<file path="src/verilog/ext_bus_pkg.sv">
// Constants for the external memory bus strobe block
package ext_bus_pkg;

  // Oscillator clocks per machine cycle, standard and double speed
  localparam int unsigned CLKS_PER_MC_STD    = 12;
  localparam int unsigned CLKS_PER_MC_DS     = 6;
  // Machine cycles the reset pin must stay high
  localparam int unsigned RESET_HOLD_MC      = 2;
  localparam logic [4:0]  RESET_HOLD_CLK_STD = 5'(RESET_HOLD_MC * CLKS_PER_MC_STD);
  localparam logic [4:0]  RESET_HOLD_CLK_DS  = 5'(RESET_HOLD_MC * CLKS_PER_MC_DS);
  // Clocks the reset pin is driven high after a watchdog reset
  localparam logic [6:0]  WDT_DRIVE_CLKS     = 7'h60;

  // Reset values
  localparam logic        SELECT_LATCH_RESET = 1'b1;
  localparam logic        STROBE_N_IDLE      = 1'b1;

  // The six states of one machine cycle
  typedef enum logic [2:0] {
    ST_S1 = 3'b000,
    ST_S2 = 3'b001,
    ST_S3 = 3'b010,
    ST_S4 = 3'b011,
    ST_S5 = 3'b100,
    ST_S6 = 3'b101
  } mc_state_t;

endpackage // ext_bus_pkg

</file>
<file path="src/verilog/ext_bus_strobes.sv">
// External memory bus strobes, reset pin and fetch select handling
//
// Operation
// - Reset pin high two machine cycles with clock running resets device.
// - Watchdog reset drives the reset pin high as an output.
// - Address latch strobe pulses during every external memory access.
// - Latch strobe rate is oscillator/6, or oscillator/3 in double speed.
// - One latch strobe pulse is skipped in each external data access.
// - Latch strobe disable bit silences the strobe on internal fetches.
// - During flash programming the latch strobe pin is the program pulse input.
// - External code fetch activates program store strobe twice per machine cycle.
// - Two program store strobes are skipped in each external data access.
// - Program store strobe never active on internal program fetches.
// - With security level 1, fetch select is latched at reset.
// - Separate read and write strobes for external data memory.
module ext_bus_strobes (
  input  wire logic clk,
  input  wire logic reset_n,
  input  wire logic double_speed_mode,
  input  wire logic latch_strobe_disable_bit,
  input  wire logic security_level1,
  input  wire logic flash_programming,
  input  wire logic fetch_in_internal_range,
  input  wire logic xdata_access,
  input  wire logic xdata_write,
  input  wire logic watchdog_reset,
  input  wire logic external_fetch_select,
  input  wire logic rst_pin_in,
  output logic      rst_pin_out,
  output logic      rst_pin_oe,
  input  wire logic ale_pin_in,
  output logic      ale_pin_out,
  output logic      ale_pin_oe,
  output logic      program_pulse_input,
  output logic      program_store_strobe_n,
  output logic      xdata_read_strobe_n,
  output logic      xdata_write_strobe_n,
  output logic      system_reset,
  output logic      machine_cycle_start
);

  ext_bus_pkg::mc_state_t state;
  ext_bus_pkg::mc_state_t next_state;
  logic       phase;
  logic       state_tick;
  logic       cycle_end;
  logic [4:0] rst_cnt;
  logic [4:0] rst_thr;
  logic       pin_reset;
  logic [6:0] wdt_cnt;
  logic       fetch_sel_latched;
  logic       fetch_sel_eff;
  logic       ext_fetch_now;
  logic       ext_fetch_cycle;
  logic       data_cycle;
  logic       data_write;
  logic       ale_allow;
  logic       next_ale;
  logic       next_store_active;

  // Reset pin qualification counted in oscillator clocks
  assign rst_thr = double_speed_mode ? ext_bus_pkg::RESET_HOLD_CLK_DS
                                     : ext_bus_pkg::RESET_HOLD_CLK_STD;

  always_ff @(posedge clk or negedge reset_n)
  begin
    if (!reset_n)
      rst_cnt <= '0;
    else if (!rst_pin_in)
      rst_cnt <= '0;
    else if (rst_cnt < rst_thr)
      rst_cnt <= rst_cnt + 5'h01;
  end

  assign pin_reset = rst_pin_in && (rst_cnt >= rst_thr);

  always_ff @(posedge clk or negedge reset_n)
  begin
    if (!reset_n)
      wdt_cnt <= '0;
    else if (watchdog_reset)
      wdt_cnt <= ext_bus_pkg::WDT_DRIVE_CLKS;
    else if (wdt_cnt != 7'h00)
      wdt_cnt <= wdt_cnt - 7'h01;
  end

  assign rst_pin_oe  = (wdt_cnt != 7'h00);
  assign rst_pin_out = rst_pin_oe;

  always_ff @(posedge clk or negedge reset_n)
  begin
    if (!reset_n)
      system_reset <= 1'b1;
    else
      system_reset <= pin_reset || watchdog_reset || (wdt_cnt != 7'h00);
  end

  always_ff @(posedge clk or negedge reset_n)
  begin
    if (!reset_n)
      fetch_sel_latched <= ext_bus_pkg::SELECT_LATCH_RESET;
    else if (system_reset)
      fetch_sel_latched <= external_fetch_select;
  end

  assign fetch_sel_eff = security_level1 ? fetch_sel_latched : external_fetch_select;
  assign ext_fetch_now = !fetch_sel_eff || !fetch_in_internal_range;

  // Two clocks per state normally, one in double speed mode
  assign state_tick          = double_speed_mode || phase;
  assign cycle_end           = state_tick && (state == ext_bus_pkg::ST_S6);
  assign machine_cycle_start = cycle_end && !system_reset;

  always_comb
  begin
    case (state)
      ext_bus_pkg::ST_S1: next_state = ext_bus_pkg::ST_S2;
      ext_bus_pkg::ST_S2: next_state = ext_bus_pkg::ST_S3;
      ext_bus_pkg::ST_S3: next_state = ext_bus_pkg::ST_S4;
      ext_bus_pkg::ST_S4: next_state = ext_bus_pkg::ST_S5;
      ext_bus_pkg::ST_S5: next_state = ext_bus_pkg::ST_S6;
      default:            next_state = ext_bus_pkg::ST_S1;
    endcase
  end

  always_ff @(posedge clk or negedge reset_n)
  begin
    if (!reset_n)
    begin
      state <= ext_bus_pkg::ST_S1;
      phase <= 1'b0;
    end
    else if (system_reset)
    begin
      state <= ext_bus_pkg::ST_S1;
      phase <= 1'b0;
    end
    else
    begin
      phase <= double_speed_mode ? 1'b0 : !phase;
      if (state_tick)
        state <= next_state;
    end
  end

  // Access kind is fixed for a whole machine cycle to keep strobes glitch free
  always_ff @(posedge clk or negedge reset_n)
  begin
    if (!reset_n)
    begin
      ext_fetch_cycle <= 1'b0;
      data_cycle      <= 1'b0;
      data_write      <= 1'b0;
    end
    else if (system_reset)
    begin
      ext_fetch_cycle <= 1'b0;
      data_cycle      <= 1'b0;
      data_write      <= 1'b0;
    end
    else if (cycle_end)
    begin
      ext_fetch_cycle <= ext_fetch_now;
      data_cycle      <= xdata_access;
      data_write      <= xdata_write;
    end
  end

  assign ale_allow = !latch_strobe_disable_bit || ext_fetch_cycle || data_cycle;

  // latch strobe at S1 and S4
  // S1 pulse dropped in data cycle
  always_comb
  begin
    next_ale = 1'b0;
    if (state == ext_bus_pkg::ST_S1)
      next_ale = ale_allow && !data_cycle;
    else if (state == ext_bus_pkg::ST_S4)
      next_ale = ale_allow;
  end

  // program store strobe twice per cycle
  assign next_store_active = ext_fetch_cycle && !data_cycle &&
                             (state != ext_bus_pkg::ST_S1) && (state != ext_bus_pkg::ST_S4);

  always_ff @(posedge clk or negedge reset_n)
  begin
    if (!reset_n)
    begin
      ale_pin_out            <= 1'b0;
      program_store_strobe_n <= ext_bus_pkg::STROBE_N_IDLE;
      xdata_read_strobe_n    <= ext_bus_pkg::STROBE_N_IDLE;
      xdata_write_strobe_n   <= ext_bus_pkg::STROBE_N_IDLE;
    end
    else if (system_reset)
    begin
      ale_pin_out            <= 1'b0;
      program_store_strobe_n <= ext_bus_pkg::STROBE_N_IDLE;
      xdata_read_strobe_n    <= ext_bus_pkg::STROBE_N_IDLE;
      xdata_write_strobe_n   <= ext_bus_pkg::STROBE_N_IDLE;
    end
    else
    begin
      ale_pin_out            <= next_ale && !flash_programming;
      program_store_strobe_n <= !next_store_active;
      // data read and write strobes, S2 to S5
      xdata_read_strobe_n    <= !(data_cycle && !data_write &&
                                  (state >= ext_bus_pkg::ST_S2) && (state <= ext_bus_pkg::ST_S5));
      xdata_write_strobe_n   <= !(data_cycle && data_write &&
                                  (state >= ext_bus_pkg::ST_S2) && (state <= ext_bus_pkg::ST_S5));
    end
  end

  always_ff @(posedge clk or negedge reset_n)
  begin
    if (!reset_n)
    begin
      ale_pin_oe          <= 1'b0;
      program_pulse_input <= 1'b0;
    end
    else
    begin
      ale_pin_oe          <= !flash_programming;
      program_pulse_input <= flash_programming && ale_pin_in;
    end
  end
endmodule // ext_bus_strobes

</file>
<file path="config.mk">
export PLATFORM = sky130hd
export DESIGN_NAME = ext_bus_strobes
export DESIGN_NICKNAME = d
export VERILOG_FILES = /design/src/verilog/ext_bus_pkg.sv /design/src/verilog/ext_bus_strobes.sv
export SDC_FILE = /design/constraint.sdc
export NUM_CORES = 1
export LEC_CHECK = 0
export BUFFER_PORTS_ARGS = -buffer_cell sky130_fd_sc_hd__buf_2
export CAP_MARGIN = 20
export CORE_MARGIN = 2
export CORE_UTILIZATION = 43
export DETAILED_ROUTE_END_ITERATION = 8
export SLEW_MARGIN = 25
export SYNTH_ARGS = -nofsm -noshare
export SYNTH_HDL_FRONTEND = slang
export SYNTH_SLANG_ARGS = --single-unit
export TNS_END_PERCENT = 10
</file>
<file path="constraint.sdc">
create_clock -name clk -period 2.16 [get_ports clk]
set_input_delay 0 -clock clk [delete_from_list [all_inputs] [get_ports clk]]
set_output_delay 0 -clock clk [all_outputs]
set_load 0.05 [all_outputs]
</file>
Word level (Yosys, flattened, before mapping)

Index checks and enable logic that the tools add are counted.

Memory bits (read-only): 0
RAM bits: 0
Bits in latches: 0
Output and inout bits: 10
Bits in registers: 27
Memories kept: 0
Bits of input ports: 13

Muxes and demuxes: 23
Reduce and logical (&&, ||, !) cells: 38
Bitwise gates (word level): 0
$lt $le $gt $ge: 4
Add/subtract/negate cells: 2
Div/mod/pow operators: 0
Shifts and indexed selects: 0
Eq/ne operators: 7
$mul: 0

Operators by type and width:

| kind                                                              | count |
|---|---|
| logical AND 1 bit                                                 | 15 |
| 2-to-1 mux 1 bit                                                  | 15 |
| 2-to-1 mux 5 bit                                                  | 3 |
| case mux 3 bit (5 select lines)                                   | 1 |
| 2-to-1 mux 7 bit                                                  | 2 |
| logical NOT 1 bit                                                 | 11 |
| nonzero test 7 bit                                                | 1 |
| subtractor 7 x 1 -> 7 bit, second input constant                  | 1 |
| == test 3 x 2 -> 1 bit, second input constant                     | 2 |
| == test 3 bit, second input constant                              | 2 |
| logical OR 1 bit                                                  | 6 |
| 2-to-1 mux 3 bit                                                  | 2 |
| nonzero test 2 bit                                                | 3 |
| adder 5 x 1 -> 5 bit, second input constant                       | 1 |
| greater-or-equal comparator 5 bit                                 | 1 |
| < comparator 5 bit                                                | 1 |
| == test 3 x 1 -> 1 bit, second input constant                     | 1 |
| greater-or-equal comparator 3 x 1 -> 1 bit, second input constant | 1 |
| less-or-equal comparator 3 bit, second input constant             | 1 |
| logical NOT 3 bit                                                 | 1 |
| != test 3 x 2 -> 1 bit, second input constant                     | 1 |
| nonzero test 3 bit                                                | 1 |
| != test 2 x 1 -> 1 bit, second input constant                     | 1 |

Longest topological paths before layout

Depth in word-level cells: 7
Depth in mapped cells: 6
Gate-level depth less buffers: 6

Least setup slack after synthesis

OpenSTA, ideal clock, no wires.

Path type: register to output
From: reg state[2]
To: out machine_cycle_start
Data arrival time: 2.236 ns
Buffers on the path: 1
Setup slack: -0.076 ns
Cell stages (with the launch flop): 4
Path through: dfrtp_1 > clkbuf_1 > inv_1 > nor4_1

Cells in the longest elaborated chain, start to end: 3

RTL lines:

| element                | RTL line               | RTL |
|---|---|---|
| start, declared        | ext_bus_strobes.sv:42  | `ext_bus_pkg::mc_state_t state;` |
| start signal, assigned | ext_bus_strobes.sv:130 | `state <= ext_bus_pkg::ST_S1;` |
| start signal, assigned | ext_bus_strobes.sv:135 | `state <= ext_bus_pkg::ST_S1;` |
| start signal, assigned | ext_bus_strobes.sv:142 | `state <= next_state;` |
| == test 3 bit          | ext_bus_strobes.sv:111 | `assign cycle_end = state_tick && (state == ext_bus_pkg::ST_S6);` |
| logical AND 1 bit      | ext_bus_strobes.sv:111 |  |
| logical AND 1 bit      | ext_bus_strobes.sv:112 | `assign machine_cycle_start = cycle_end && !system_reset;` |
| end, declared          | ext_bus_strobes.sv:39  | `output logic machine_cycle_start` |

No other way between the ends.

Worst setup path after layout

From: reg phase
To: reg ext_fetch_cycle

Cells in the longest elaborated chain, start to end: 3

RTL lines:

| element                      | RTL line               | RTL |
|---|---|---|
| start, declared              | ext_bus_strobes.sv:44  | `logic phase;` |
| start signal, assigned       | ext_bus_strobes.sv:140 | `phase <= double_speed_mode ? 1'b0 : !phase;` |
| logical OR 1 bit             | ext_bus_strobes.sv:110 | `assign state_tick = double_speed_mode \|\| phase;` |
| logical AND 1 bit            | ext_bus_strobes.sv:111 |  |
| nonzero test 2 bit (no line) | n/a                    |  |
| end signal, assigned         | ext_bus_strobes.sv:163 | `ext_fetch_cycle <= ext_fetch_now;` |
| end, declared                | ext_bus_strobes.sv:54  | `logic ext_fetch_cycle;` |

No other way between the ends.
A chain may end at the register's enable or synchronous reset.

==> metrics.yaml <==
status: "complete, no violations"
num_io_pins: 23
min_period_ps: 1940
std_cell_rows: 20
clock.fmax_mhz: 516
ir_drop_uv: 505
syn_area_um2: 1390
first_pass_iters: 4
die_y_um: 60.9
finalCritPeriodShare: 0.897
p_clk_frac: 0.240
internal-power_uw: 680
power_density_nw_per_um2: 560
route.detailed.drc: 0
fillerInstances: 280
syn_avg_cell_area_um2: 10.2
skew_ps: 9.55
slew_violations: 0
seqCellArea_um2: 682
coreArea_um2: 3080
yosysWarningCount: 0
swShare: 0.277
nNetsFinal: 186
power.static_leakage_uw: 0.000747
path_clk_slew_ps: 160
dieArea_um2: 3710
setup_tns_ps: 0
relSlewSlack: 0.598
max-cap-violations: 0
rsz0062_at_grt: "false"
grt_pass1_vias: 1047
synth_cell_type_count: 43
cp_data_arrival_time_ps: 2210
grt_pass1_wl_um: 4630
htree_levels: 1
cts_hold_buf: 11
clockBufferDepth: 2
num_vias: 1131
required_ps: 2430
clock_sinks: 27
final_cell_area_um2: 1680
cts_made_buffers: 3
worst-path-max-fanout: 4
drt_first_iter_violations: 71
path_class: "reg2reg"
initial_utilization: 0.452
hold_viol_final: 0
die_w_um: 60.9
port-buffer-count: 22
syn-num-nets: 155
clk-insertion-delay-late_ps: 330
grt_max_degree: 28
postPlaceCellArea_um2: 1530
power_switching_uw: 260
finalSetupViolations: 0
syn-instance-count: 137
ys_seq_area_frac: 0.490
areaGrowthSynthToFinish_pct: 20.6
antenna_found_initial: 0
ys_ff_latch: 27
drive_above_1_share: 0.246
sequentialPowerShare: 0.597
startpoint_type: "flop"
worst_pin_slew_ps: 602
cts_root_buffer: "clkbuf_4"
drt-vias-per-instance: 5.36
crit_path_end_kind: "flop"
grt-ovfl-total: 0
insertedDiodeCount: 0
place_congestion: 0.858
min_path_type: "in2async"
post_cts_resized: 0
multi_input_area_um2: 639
combPwrFrac: 0.163
cts_tree: "yes"
dpl.hpwl_um: 2020
routedWlPerCell_um: 13.2
routed_wl_um: 2780
cts_setup_buffers: 0
grt_usage: 0.168
ant_nets: 0
## per-layer routing
layer | share of wire | routed length, um | track usage | vias up
li1 | - | - | - | 552
met1 | 0.47 | 1300 | 0.228 | 543
met2 | 0.48 | 1330 | 0.270 | 32
met3 | 0.039 | 108 | 0.0405 | 4
met4 | 0.015 | 43 | 0.0404 | 0
met5 | 0 | 0 | 0 | -
## Yosys cell counts
| cell type | count | area [um2] |
|---|---|---|
| and2_1 | 1 | 6.26 |
| nand3b_1 | 1 | 7.51 |
| a31oi_1 | 2 | 12.5 |
| dfrtp_1 | 22 | 551 |
| xnor2_1 | 1 | 8.76 |
| inv_2 | 1 | 3.75 |
| mux2_2 | 3 | 33.8 |
| a32o_1 | 1 | 10.0 |
| nand2_1 | 11 | 41.3 |
| o21ba_2 | 1 | 10.0 |
| and3b_1 | 1 | 8.76 |
| o21a_1 | 1 | 7.51 |
| nand3_1 | 4 | 20.0 |
| buf_4 | 1 | 7.51 |
| a31o_2 | 1 | 8.76 |
| inv_1 | 10 | 37.5 |
| nor3_1 | 4 | 20.0 |
| nand2b_1 | 3 | 18.8 |
| nor3b_1 | 3 | 22.5 |
| clkbuf_1 | 6 | 22.5 |
| mux2i_1 | 5 | 50.1 |
| o21ai_0 | 3 | 15.0 |
| nor3_4 | 1 | 16.3 |
| or3b_2 | 1 | 8.76 |
| nor4b_1 | 1 | 8.76 |
| nand4_1 | 2 | 12.5 |
| a2111o_1 | 1 | 11.3 |
| a311oi_1 | 1 | 8.76 |
| o211ai_1 | 2 | 15.0 |
| buf_2 | 1 | 5.00 |
| a211oi_1 | 1 | 7.51 |
| a21boi_0 | 2 | 15.0 |
| xor2_1 | 1 | 8.76 |
| o22ai_1 | 2 | 12.5 |
| a211o_1 | 1 | 8.76 |
| or4_1 | 3 | 22.5 |
| a21oi_1 | 5 | 25.0 |
| nor4_1 | 2 | 12.5 |
| ha_1 | 5 | 62.6 |
| dfstp_2 | 5 | 131 |
| o31ai_1 | 4 | 30.0 |
| or3_4 | 1 | 11.3 |
| nor2_1 | 9 | 33.8 |
## cell usage in the layout (no fill, tap or decap), types with 2 or more instances in the layout
master	Yosys	final
ha_1	5	5
or4_1	3	3
nand3_1	4	4
a21oi_1	5	5
dlygate4sd3_1	0	12
mux2i_1	5	5
clkbuf_4	0	3
dfstp_2	5	5
nor2_1	9	9
buf_2	1	22
inv_1	10	10
nor3_1	4	4
nand2_1	11	11
dfrtp_1	22	22
a21boi_0	2	2
o31ai_1	4	4
nand4_1	2	2
a31oi_1	2	2
nor3b_1	3	3
mux2_2	3	3
o22ai_1	2	2
nand2b_1	3	3
o211ai_1	2	2
o21ai_0	3	3
## layout make-up
cell class / count / area share
well taps: 44 / 0.0328
flip-flops and latches: 27 / 0.406
clock buffers: 3 / 0.0134
repair buffers: 34 / 0.137
clock inverters: 1 / 0.00447
inverters: 11 / 0.0246
multi-input cells: 91 / 0.381
## cells by family (layout without fill, tap and decap cells)
family	count (synthesis)	after routing	share of synthesized area
mux	8	8	0.0603
simple gates	48	48	0.195
xor+xnor	2	2	0.0126
fa+ha+maj	5	5	0.0450
buf+inv	19	49	0.0549
flops	27	27	0.490
compound gates	28	28	0.142
## power by group through the flow
stage	combinational (uW)	clock, uW	sequential (uW)
after detailed placement	140	0	570
after global routing	174	265	566
after floorplan	94.8	0	570
after global placement	137	0	568
final	154	226	561
after CTS	154	239	560
## through the flow
step / worst slack, ps / hold slack (ps) / std cells / utilization / total power, uW
4_1_cts: 228 / 10.1 / 210 / 0.542 / 954
2_1_floorplan: 487 / -296 / 137 / - / 664
3_3_place_gp: 557 / 43.9 / 195 / 0.496 / 705
3_5_place_dp: 469 / 40.6 / 195 / 0.496 / 710
5_1_grt: 128 / 217 / 211 / 0.545 / 1000
6_report: 223 / 186 / 211 / 0.545 / 940
## flip-flops by register name, indices dropped and copies added, names as in the netlist
signal	flops
ale_pin_oe	1
ale_pin_out	1
data_cycle	1
data_write	1
ext_fetch_cycle	1
fetch_sel_latched	1
phase	1
program_pulse_input	1
program_store_strobe_n	1
rst_cnt	5
state	3
system_reset	1
wdt_cnt	7
xdata_read_strobe_n	1
xdata_write_strobe_n	1
## critical path: stages, from the launching register on
cell,delay [ps]
dfrtp_1,430
o21ai_0,470
nor3_1,160
a311oi_1,270
dlygate4sd3_1,570
## final timing paths
check,cells after the start,endpoint,slack (ps),start
max in group asynchronous,2,rst_cnt[2]$_DFFE_PN0P_,1570,reset_n
hold / removal,2,program_pulse_input$_DFF_PN0_,190,reset_n
hold reg to reg,1,program_store_strobe_n$_DFF_PN1_,490,ext_fetch_cycle$_DFFE_PN0P_
min in group clk,3,ale_pin_oe$_DFF_PN0_,360,flash_programming
setup / recovery,4,ext_fetch_cycle$_DFFE_PN0P_,220,phase$_DFF_PN0_
setup reg to reg,4,ext_fetch_cycle$_DFFE_PN0P_,220,phase$_DFF_PN0_
Power figures use the tool's default switching activity.
